### config.mk
export PLATFORM = sky130hd
export DESIGN_NAME = nld_decoder
export DESIGN_NICKNAME = d
export VERILOG_FILES = /design/src/nld_pkg.sv /design/src/nld_decoder.sv
export VERILOG_INCLUDE_DIRS = /design/src /design/src/src
export SDC_FILE = /design/constraint.sdc
export NUM_CORES = 1
export LEC_CHECK = 0
export BUFFER_PORTS_ARGS = -buffer_cell sky130_fd_sc_hd__buf_2
export CORE_MARGIN = 3
export CORE_UTILIZATION = 53
export CTS_CLUSTER_DIAMETER = 200
export DETAILED_ROUTE_END_ITERATION = 6
export HOLD_SLACK_MARGIN = 0.1
export PLACE_DENSITY_LB_ADDON = 0.1
export SLEW_MARGIN = 30
export SYNTH_ARGS = -nofsm -noshare
export SYNTH_HDL_FRONTEND = slang
export SYNTH_SLANG_ARGS = --single-unit
export TNS_END_PERCENT = 50
### constraint.sdc
create_clock -name sys_clk -period 2 [get_ports sys_clk]
set_input_delay 0.1 -clock sys_clk [delete_from_list [all_inputs] [get_ports sys_clk]]
set_output_delay 0.1 -clock sys_clk [all_outputs]
set_load 0.02 [all_outputs]
### src/nld_cfg.svh
// Opcode patterns, the pair address mask and step, and reset values for the load decoder
`ifndef NLD_CFG_SVH
`define NLD_CFG_SVH
`define NLD_OP_INDIRECT   8'h0C
`define NLD_OP_DIRECT     8'h3C
`define NLD_OP_PAIR       8'h28
`define NLD_IMM_HI        4'h4
`define NLD_NIB_RESET     4'h0
`define NLD_ADDR_RESET    8'h00
`define NLD_PAIR_MASK     8'hFC
`define NLD_PAIR_STEP     8'h01
`endif

### src/nld_pkg.sv
// Types shared by the load decoder
`default_nettype none
package nld_pkg;
  typedef logic [3:0] nld_nib_t;
  typedef logic [7:0] nld_byte_t;
  typedef enum logic [2:0]
  {
    NLD_IDLE     = 3'h0,
    NLD_ADDR     = 3'h1,
    NLD_RD_ACC   = 3'h3,
    NLD_RD_LOW   = 3'h2,
    NLD_RD_HIGH  = 3'h6
  } nld_state_t;
endpackage
`default_nettype wire

### src/nld_decoder.sv
// Load instruction decoder and executor for a 4-bit core
// Overview of operation
// - Opcode 0C reads memory at the pointer pair into the working nibble.
// - Indirect addresses are the high pointer above the low pointer, eight bits in all.
// - Opcode 3C takes the next byte as an address and loads that word into the working nibble.
// - Opcode 28 is a two-byte pointer-pair load whose second byte is an address.
// - The pair load clears address bits 1:0, loads low from that word and high from the next.
// - Opcode 4k copies k into the working nibble, so k of zero clears it.
`timescale 1ns/1ps
`default_nettype none
`include "nld_cfg.svh"
module nld_decoder
(
  input  wire logic               sys_clk,
  input  wire logic               rst,
  input  wire logic               clk_en,
  input  wire nld_pkg::nld_byte_t instr_byte,
  input  wire logic               instr_valid,
  output logic                    instr_ready,
  output nld_pkg::nld_byte_t      mem_addr,
  output logic                    mem_rd,
  input  wire nld_pkg::nld_nib_t  mem_rdata,
  output nld_pkg::nld_nib_t       working_nibble_reg,
  output nld_pkg::nld_nib_t       high_pointer_reg,
  output nld_pkg::nld_nib_t       low_pointer_reg
);
  import nld_pkg::*;

  nld_state_t state;
  nld_state_t next_state;
  nld_byte_t  next_mem_addr;
  logic       next_mem_rd;
  logic       next_instr_ready;
  nld_nib_t   next_working_nibble_reg;
  nld_nib_t   next_high_pointer_reg;
  nld_nib_t   next_low_pointer_reg;
  logic       take;

  // A byte is consumed only while ready, so fetch can stall us freely
  assign take = instr_valid && instr_ready;

  // Sequencer: memory data is captured at the end of the mem_rd cycle
  always_comb
  begin
    next_state              = state;
    next_mem_addr           = mem_addr;
    next_mem_rd             = 1'b0;
    next_instr_ready        = instr_ready;
    next_working_nibble_reg = working_nibble_reg;
    next_high_pointer_reg   = high_pointer_reg;
    next_low_pointer_reg    = low_pointer_reg;
    case (state)
      // Opcode decode; immediates finish here, indirect reads stall fetch
      NLD_IDLE:
      begin
        if (take)
        begin
          if (instr_byte == `NLD_OP_INDIRECT)
          begin
            next_mem_addr    = {high_pointer_reg, low_pointer_reg};
            next_mem_rd      = 1'b1;
            next_instr_ready = 1'b0;
            next_state       = NLD_RD_ACC;
          end
          else if (instr_byte == `NLD_OP_DIRECT || instr_byte == `NLD_OP_PAIR)
          begin
            next_mem_addr = instr_byte; // Remember which opcode awaits its address
            next_state    = NLD_ADDR;
          end
          else if (instr_byte[7:4] == `NLD_IMM_HI)
            next_working_nibble_reg = instr_byte[3:0];
        end
      end
      // Address byte; mem_addr still holds the opcode that asked for it
      NLD_ADDR:
      begin
        if (take)
        begin
          next_mem_rd      = 1'b1;
          next_instr_ready = 1'b0;
          if (mem_addr == `NLD_OP_DIRECT)
          begin
            next_mem_addr = instr_byte;
            next_state    = NLD_RD_ACC;
          end
          else
          begin
            next_mem_addr = instr_byte & `NLD_PAIR_MASK;
            next_state    = NLD_RD_LOW;
          end
        end
      end
      // Single read into the working nibble, then reopen fetch
      NLD_RD_ACC:
      begin
        next_working_nibble_reg = mem_rdata;
        next_instr_ready        = 1'b1;
        next_state              = NLD_IDLE;
      end
      // First pair word; fetch stays stalled for the second read
      NLD_RD_LOW:
      begin
        next_low_pointer_reg = mem_rdata;
        next_mem_addr        = mem_addr + `NLD_PAIR_STEP;
        next_mem_rd          = 1'b1;
        next_state           = NLD_RD_HIGH;
      end
      // Second pair word completes the pointer load
      NLD_RD_HIGH:
      begin
        next_high_pointer_reg = mem_rdata;
        next_instr_ready      = 1'b1;
        next_state            = NLD_IDLE;
      end
      // Unused codes recover to idle with fetch open
      default:
      begin
        next_state       = NLD_IDLE;
        next_instr_ready = 1'b1;
      end
    endcase
  end

  // State registers; clk_en low freezes all, and no write port exists
  always_ff @(posedge sys_clk)
  begin
    if (rst)
    begin
      state              <= NLD_IDLE;
      mem_addr           <= `NLD_ADDR_RESET;
      mem_rd             <= 1'b0;
      instr_ready        <= 1'b1;
      working_nibble_reg <= `NLD_NIB_RESET;
      high_pointer_reg   <= `NLD_NIB_RESET;
      low_pointer_reg    <= `NLD_NIB_RESET;
    end
    else if (clk_en)
    begin
      state              <= next_state;
      mem_addr           <= next_mem_addr;
      mem_rd             <= next_mem_rd;
      instr_ready        <= next_instr_ready;
      working_nibble_reg <= next_working_nibble_reg;
      high_pointer_reg   <= next_high_pointer_reg;
      low_pointer_reg    <= next_low_pointer_reg;
    end
  end

  // Checks

  // Immediate nibble lands one enabled edge after the opcode is taken
  imm_load_a: assert property (@(posedge sys_clk) disable iff (rst)
    (clk_en && state == NLD_IDLE && take && instr_byte[7:4] == `NLD_IMM_HI)
      |=> working_nibble_reg == $past(instr_byte[3:0]))
    else $error("immediate load wrong");

  // Indirect read goes out on the pointer pair, high part on top
  ind_addr_a: assert property (@(posedge sys_clk) disable iff (rst)
    (clk_en && state == NLD_IDLE && take && instr_byte == `NLD_OP_INDIRECT)
      |=> mem_rd && mem_addr == {high_pointer_reg, low_pointer_reg})
    else $error("indirect address wrong");

  // Read data reaches the working nibble unchanged
  ind_data_a: assert property (@(posedge sys_clk) disable iff (rst)
    (clk_en && state == NLD_RD_ACC) |=> working_nibble_reg == $past(mem_rdata))
    else $error("memory load wrong");

  // Loading the working nibble must not disturb the pointer pair
  ind_ptr_a: assert property (@(posedge sys_clk) disable iff (rst)
    (clk_en && state == NLD_RD_ACC)
      |=> $stable(high_pointer_reg) && $stable(low_pointer_reg))
    else $error("pointer disturbed by load");

  // Direct read uses the second byte as the whole address
  dir_addr_a: assert property (@(posedge sys_clk) disable iff (rst)
    (clk_en && state == NLD_ADDR && take && mem_addr == `NLD_OP_DIRECT)
      |=> mem_rd && mem_addr == $past(instr_byte) && state == NLD_RD_ACC)
    else $error("direct address wrong");

  // Pair opcode waits for its address byte before any read
  pair_two_a: assert property (@(posedge sys_clk) disable iff (rst)
    (clk_en && state == NLD_IDLE && take && instr_byte == `NLD_OP_PAIR)
      |=> state == NLD_ADDR)
    else $error("pair not two-byte");

  // First pair word is aligned; a frozen cycle may keep it a while
  pair_align_a: assert property (@(posedge sys_clk) disable iff (rst)
    (clk_en && state == NLD_ADDR && take && mem_addr == `NLD_OP_PAIR)
      |=> mem_addr[1:0] == 2'h0 ##1 (state == NLD_RD_LOW || mem_addr[1:0] == 2'h1))
    else $error("pair address wrong");

  // Low pointer takes the first word
  pair_low_a: assert property (@(posedge sys_clk) disable iff (rst)
    (clk_en && state == NLD_RD_LOW) |=> low_pointer_reg == $past(mem_rdata))
    else $error("low pointer load wrong");

  // Second pair read is the very next word
  pair_next_a: assert property (@(posedge sys_clk) disable iff (rst)
    (clk_en && state == NLD_RD_LOW)
      |=> mem_rd && mem_addr == $past(mem_addr) + `NLD_PAIR_STEP)
    else $error("pair second address wrong");

  // High pointer takes the second word and fetch reopens
  pair_high_a: assert property (@(posedge sys_clk) disable iff (rst)
    (clk_en && state == NLD_RD_HIGH)
      |=> high_pointer_reg == $past(mem_rdata) && instr_ready)
    else $error("high pointer load wrong");

  // Fetch is stalled for as long as a read is outstanding
  ready_low_a: assert property (@(posedge sys_clk) disable iff (rst)
    (mem_rd |-> !instr_ready))
    else $error("fetch accepted during read");

  // A disabled cycle leaves the state, the working nibble and mem_addr where they were
  hold_freeze_a: assert property (@(posedge sys_clk) disable iff (rst)
    !clk_en |=> $stable(state) && $stable(working_nibble_reg) && $stable(mem_addr))
    else $error("state moved while disabled");

  // Main scenarios
  cov_ind_c: cover property (@(posedge sys_clk) state == NLD_RD_ACC);
  cov_pair_c: cover property (@(posedge sys_clk) state == NLD_RD_HIGH);
  cov_imm_c: cover property (@(posedge sys_clk)
    state == NLD_IDLE && take && instr_byte[7:4] == `NLD_IMM_HI);
  cov_dir_c: cover property (@(posedge sys_clk)
    state == NLD_ADDR && take && mem_addr == `NLD_OP_DIRECT);
  cov_freeze_c: cover property (@(posedge sys_clk) !clk_en && mem_rd);
endmodule
`default_nettype wire

# ---- Word-level counts from Yosys, hierarchy flattened
# Cells that the tools add are included.
dict set report word_totals {
  register_bits 25
  latch_bits 0
  mem_bits_rw 0
  mem_bits_ro 0
  inputBits 16
  out_inout_bits 22
  wordCells 61
  mem_count 0
}
dict set report classes {
  addsub 1
  multipliers 0
  div 0
  n_lt_le_gt_ge 0
  n_eq_ne 16
  shift 0
  mux 25
  bitwise 1
  n_reduce_logical 11
}
# cell count
set op_table {}
lappend op_table {{$mux W8} 4}
lappend op_table {{$eq A8 B6 Y1 const B} 3}
lappend op_table {{$pmux W8 S3} 1}
lappend op_table {{$mux W4} 4}
lappend op_table {{$mux W3} 4}
lappend op_table {{$ne A2 B2 Y1 const B} 6}
lappend op_table {{$reduce_and A5 Y1} 2}
lappend op_table {{$pmux W3 S3} 1}
lappend op_table {{$add A8 B1 Y8 const B} 1}
lappend op_table {{$eq A8 B4 Y1 const B} 1}
lappend op_table {{$pmux W4 S2} 1}
lappend op_table {{$mux W1} 7}
lappend op_table {{$eq A3 B2 Y1 const B} 2}
lappend op_table {{$pmux W1 S3} 2}
lappend op_table {{$reduce_and A6 Y1} 1}
lappend op_table {{$eq A4 B3 Y1 const B} 1}
lappend op_table {{$reduce_and A2 Y1} 2}
lappend op_table {{$reduce_and A4 Y1} 1}
lappend op_table {{$eq A3 B1 Y1 const B} 1}
lappend op_table {{$eq A3 B3 Y1 const B} 1}
lappend op_table {{$logic_not A3 Y1} 1}
lappend op_table {{$ne A3 B3 Y1 const B} 1}
lappend op_table {{$reduce_bool A3 Y1} 1}
lappend op_table {{$mux W2} 1}
lappend op_table {{4 further kinds} 4}

# ---- Logic depth before layout (Yosys ltp)
dict set report depth {
  ltp_word 6
  ltp_mapped 7
  depth_no_buf 6
}

# ---- Worst setup path after synthesis
# OpenSTA, ideal clock, no wires.
dict set report synth_path {
  path_type {register to register}
  start {register mem_addr[2]}
  end {register mem_addr[0]}
  setup_time_ns 0.086
  t_arrival_ns 1.612
  t_required_ns 1.914
  slack_ns 0.302
  path_stages_with_launch 6
  n_path_buf 0
  period_less_slack_ns 1.698
  cell_sequence {dfxtp_1 > nand4_1 > or4b_4 > a21oi_1 > a211oi_1 > a221oi_2}
}
dict set report synth_via {
  elab_chain_len 4
}
# element line
set synth_rtl {}
lappend synth_rtl {{start, declared} nld_decoder.sv:20} ;# output nld_pkg::nld_byte_t mem_addr,
lappend synth_rtl {{start signal, assigned} nld_decoder.sv:130} ;# mem_addr <= `NLD_ADDR_RESET;
lappend synth_rtl {{start signal, assigned} nld_decoder.sv:140} ;# mem_addr <= next_mem_addr;
lappend synth_rtl {{$eq A8 B6 Y1 (no line)} --}
lappend synth_rtl {{$mux W2} nld_decoder.sv:81} ;# if (mem_addr == `NLD_OP_DIRECT)
lappend synth_rtl {{$mux W8} nld_decoder.sv:77} ;# if (take)
lappend synth_rtl {{$pmux W8 S3} nld_decoder.sv:52} ;# case (state)
# No other way between the ends. The select of a mux whose other input is x is not followed.
# A chain may end at the register's enable or synchronous reset.

# ---- Worst setup path after layout
dict set report layout_path {
  start {input port instr_byte[0]}
  end {register mem_addr[0]}
}
dict set report layout_via {
  elab_chain_len 4
  word_cells_on_any_way 12
  cone_classes {eq/ne: 4; mux: 6; reduce/logical: 2}
}
# element line
set layout_rtl {}
lappend layout_rtl {{start, declared} nld_decoder.sv:17} ;# input wire nld_pkg::nld_byte_t instr_byte,
lappend layout_rtl {{$eq A8 B4 Y1 (no line) (tied with other cells)} --}
lappend layout_rtl {{$mux W8 or $logic_or A1 B1 Y1 (tied branches)} --}
lappend layout_rtl {{$mux W8 or $ne A3 B3 Y1 (tied branches)} --}
lappend layout_rtl {{$pmux W8 S3 or $reduce_and A5 Y1 (tied branches)} --}
# Parallel ways exist; a longest one is shown, timed or not. The select of a mux whose other input is x is not followed.

==> out/qor_table.md <==
| Parameter | Reported |
| --- | --- |
| Post-layout power | 841.6 uW |
| Worst Hold Class | in2reg |
| Cells after synthesis | 191 |
| Maximum level of the CTS H-tree | 1 |
| Register area share after synthesis | 0.3218 |
| Clock buffer count from CTS | 3 |
| Length of the first detailed-routing pass in iterations | 6 |
| Max-slew violation count | 0 |
| Number of sinks on the clock net | 25 |
| Final-stage net count | 252 |
| IR Drop Worst-Case VDD | 0.4211 mV |
| Commonest cells after routing, fill and taps aside | buf_2, nand2_1, dfxtp_1, nor2_1, a21oi_1 |
| Startpoint of the most critical register-to-register path | state[0] |
| Combined global-route utilization of all metal layers | 0.2658 |
| Synth Warn # | 0 |
| Number of port buffers | 37 |
| DRC violation total after the first TritonRoute iteration | 97 |
| Cell at the slowest stage of the critical path | dlygate4sd3_1 |
| DR WL/cell | 16.38 um |
| Maximum clock frequency | 545.1 MHz |
| Final setup violation count | 0 |
| CP arrival | 2050 ps |
| Library cell used as clock root buffer | clkbuf_4 |
| Path depth of the worst reg2reg path | 6 |
| TritonCTS clock tree | done |
| Commonest register cell after synthesis | dfxtp_1 |
| Power density relative to cell area | 455.1 mW/mm2 |
| RSZ-0062 raised after global routing | no |
| Uppermost signal routing layer after detailed routing | met4 |
| Largest register by flop count | mem_addr |
| Max-Cap Viols | 0 |
| Synthesized netlist net count | 209 |
| Cell row count | 19 |
| Post-route met1 wirelength | 1838 um |
| Largest fanout on the critical path | 12 |
| Antenna violations before repair | 0 |
| Final WL | 4325 um |
| Final weighted congestion of routability-driven global placement | 0.8989 |
| Cell family with the largest share of critical-path delay | buffers and inverters |
| DIE HEIGHT | 60.17 um |
| Startpoint class of the critical path | input pin |
| Total Die Area | 0.003620 mm2 |
| Final min period | 1835 ps |
| Worst slew slack as a fraction of its limit | 0.6687 |
| Synthesis-to-finish area growth | 18.91% |
| Num ports | 38 |
| Critical Path Max Stage Delay | 540 ps |
| Required time at the worst-slack endpoint | 2220 ps |
| Final Skew | 13.90 ps |
| Number of cells after detailed placement | 254 |
| Initial standard-cell utilization of the core | 0.5592 |
| Count of antenna diodes in the layout | 0 |
| Cell count of the worst hold path | 3 |
| Pin count of the biggest net entering global routing | 23 |
| Reg-to-Reg End | mem_addr[4] |
| Clk_lat worst skew | 330 ps |
| Half-perimeter wire length of the detailed placement result | 3283 um |
| Post-route DRC violation count | 0 |
| Vias in the first global route | 1572 |
| Hold Startpoint | instr_byte[1] |
| Met3 routed wirelength | 317 um |
| Run status | complete, no violations |
| Critical path class | in2reg |
| Width of the die | 60.17 um |
| Transition time at the pin with the least slew margin | 496.3 ps |
| Total leakage power | 0.0007570 uW |
| Number of enable flip-flop cells after synthesis | 0 |
| Setup TNS Final | 0 ps |
| Total congestion overflow after global routing | 0 |
| Most common cell after layout, fill and taps aside | buf_2 |
| Crit path buffers/inverters | 2 |
| Worst Hold Endpoint | working_nibble_reg[1] |
| Unique cell type count in the Yosys netlist | 49 |
| Average footprint of a synthesized cell | 8.143 um2 |
| Count of state elements after synthesis | 25 |
| Max FFs per register | 8 |
| Non-filler instance count after layout | 264 |
| Ratio of routed vias to standard cells | 6.189 |
| Detailed-route via count | 1634 |
| Final count of hold timing violations | 0 |
| Cell area after synthesis | 0.001555 mm2 |
| Share of synthesized registers carrying an async set or reset | 0 |
| Worst-case register-to-register setup slack | 170 ps |
| Proportion of layout cells with a drive suffix above 1 | 0.2532 |
| CTS clock-pin slew for the worst setup and hold paths | 160 ps |
| Core outline area | 0.002781 mm2 |
| Period Utilization, post-route | 0.9173 |
| Number of nets with antenna violations after routing | 0 |
| DR WL met2 | 2118 um |
| Clock Path Buffers | 2 |
| Final Util | 0.6649 |
| First-pass GRT wire length | 7293 um |
| CP cell instances | dlygate4sd3_1, buf_2, nor4_4, a21o_1, nand3_2, a211oi_1, a221oi_2 |
| Element type at the critical path end | flip-flop |
[layer usage]
layer / global-route usage / vias up
met4: 0.08544 / 0
met3: 0.05832 / 7
met2: 0.4259 / 74
li1: - / 785
met1: 0.3515 / 768
met5: 0 / -
[metrics by stage]
stage	setup slack [ps]	instance area [um2]	hold WS [ps]
2_1_floorplan	302.1	1555	204.6
3_3_place_gp	203.3	1758	368.9
3_5_place_dp	171.7	1758	376.1
4_1_cts	164.4	1848	101.9
5_1_grt	5.049	1849	123.4
6_report	165.4	1849	105.8
[worst max-delay path by stage]
stage	to	slack, ps	from	cells past startpoint
after detailed placement	mem_addr[0]	170	state[1]	5
after global placement	mem_addr[1]	200	state[0]	6
final	mem_addr[0]	170	instr_byte[0]	7
after floorplan	mem_addr[0]	300	mem_addr[2]	5
after global routing	mem_addr[1]	5	state[0]	6
after CTS	mem_addr[4]	160	instr_byte[0]	7
[timing repair]
action                     in CTS  in global routing
buffers inserted                0                  0
hold endpoints to repair       12                  0
resized for setup               0                  1
hold buffers                    6                  0
setup endpoints to repair       0                  6
[synthesized netlist by cell type, types with 2 or more instances]
master | count | area (um2)
nor2b_1 | 6 | 37.54
nor3b_1 | 2 | 15.01
a211o_1 | 2 | 17.52
nor2_1 | 20 | 75.07
nand2b_1 | 2 | 12.51
inv_1 | 6 | 22.52
dfxtp_1 | 25 | 500.5
mux2i_1 | 4 | 40.04
nor3_1 | 3 | 15.01
ha_1 | 2 | 25.02
a211oi_1 | 3 | 22.52
clkbuf_1 | 3 | 11.26
a221oi_2 | 2 | 30.03
nand4_1 | 4 | 25.02
buf_6 | 2 | 22.52
a21o_1 | 2 | 15.01
o311ai_0 | 2 | 17.52
nand3_1 | 12 | 60.06
o21ai_0 | 6 | 30.03
a311oi_1 | 5 | 43.79
xnor2_1 | 5 | 43.79
a21oi_1 | 16 | 80.08
buf_2 | 5 | 25.02
nand2_1 | 26 | 97.59
o211ai_1 | 2 | 15.01
[logic make-up after synthesis]
kind of cell    share of synthesized area
simple gates                       0.3009
compound gates                     0.2502
flops                              0.3218
buf+inv                           0.05712
xor+xnor                          0.02816
mux                               0.02575
fa+ha+maj                         0.01609
[tightest hold or removal path: cells and delay by family]
family / cells / cell delay, ps
buffers and inverters: 1 / 140
AOI/OAI and AO/OA: 1 / 80
and+or+nand+nor: 1 / 70
[where the power goes]
part | internal [uW] | leakage (uW) | switching [uW]
Clock | 76.4 | 0.0000139 | 164
Combinational | 39.8 | 0.000541 | 60.3
Sequential | 500 | 0.000202 | 1.49
[layout make-up]
cell class | instances | area (um2)
flip-flops and latches | 25 | 501.7
fillers | 250 | 932.1
inverters | 6 | 22.52
clock inverters | 1 | 7.507
clock buffers | 3 | 22.52
well taps | 31 | 38.79
repair buffers | 49 | 290.3
multi-input cells | 149 | 965.9
No activity file was read; power rests on OpenSTA's default activity.
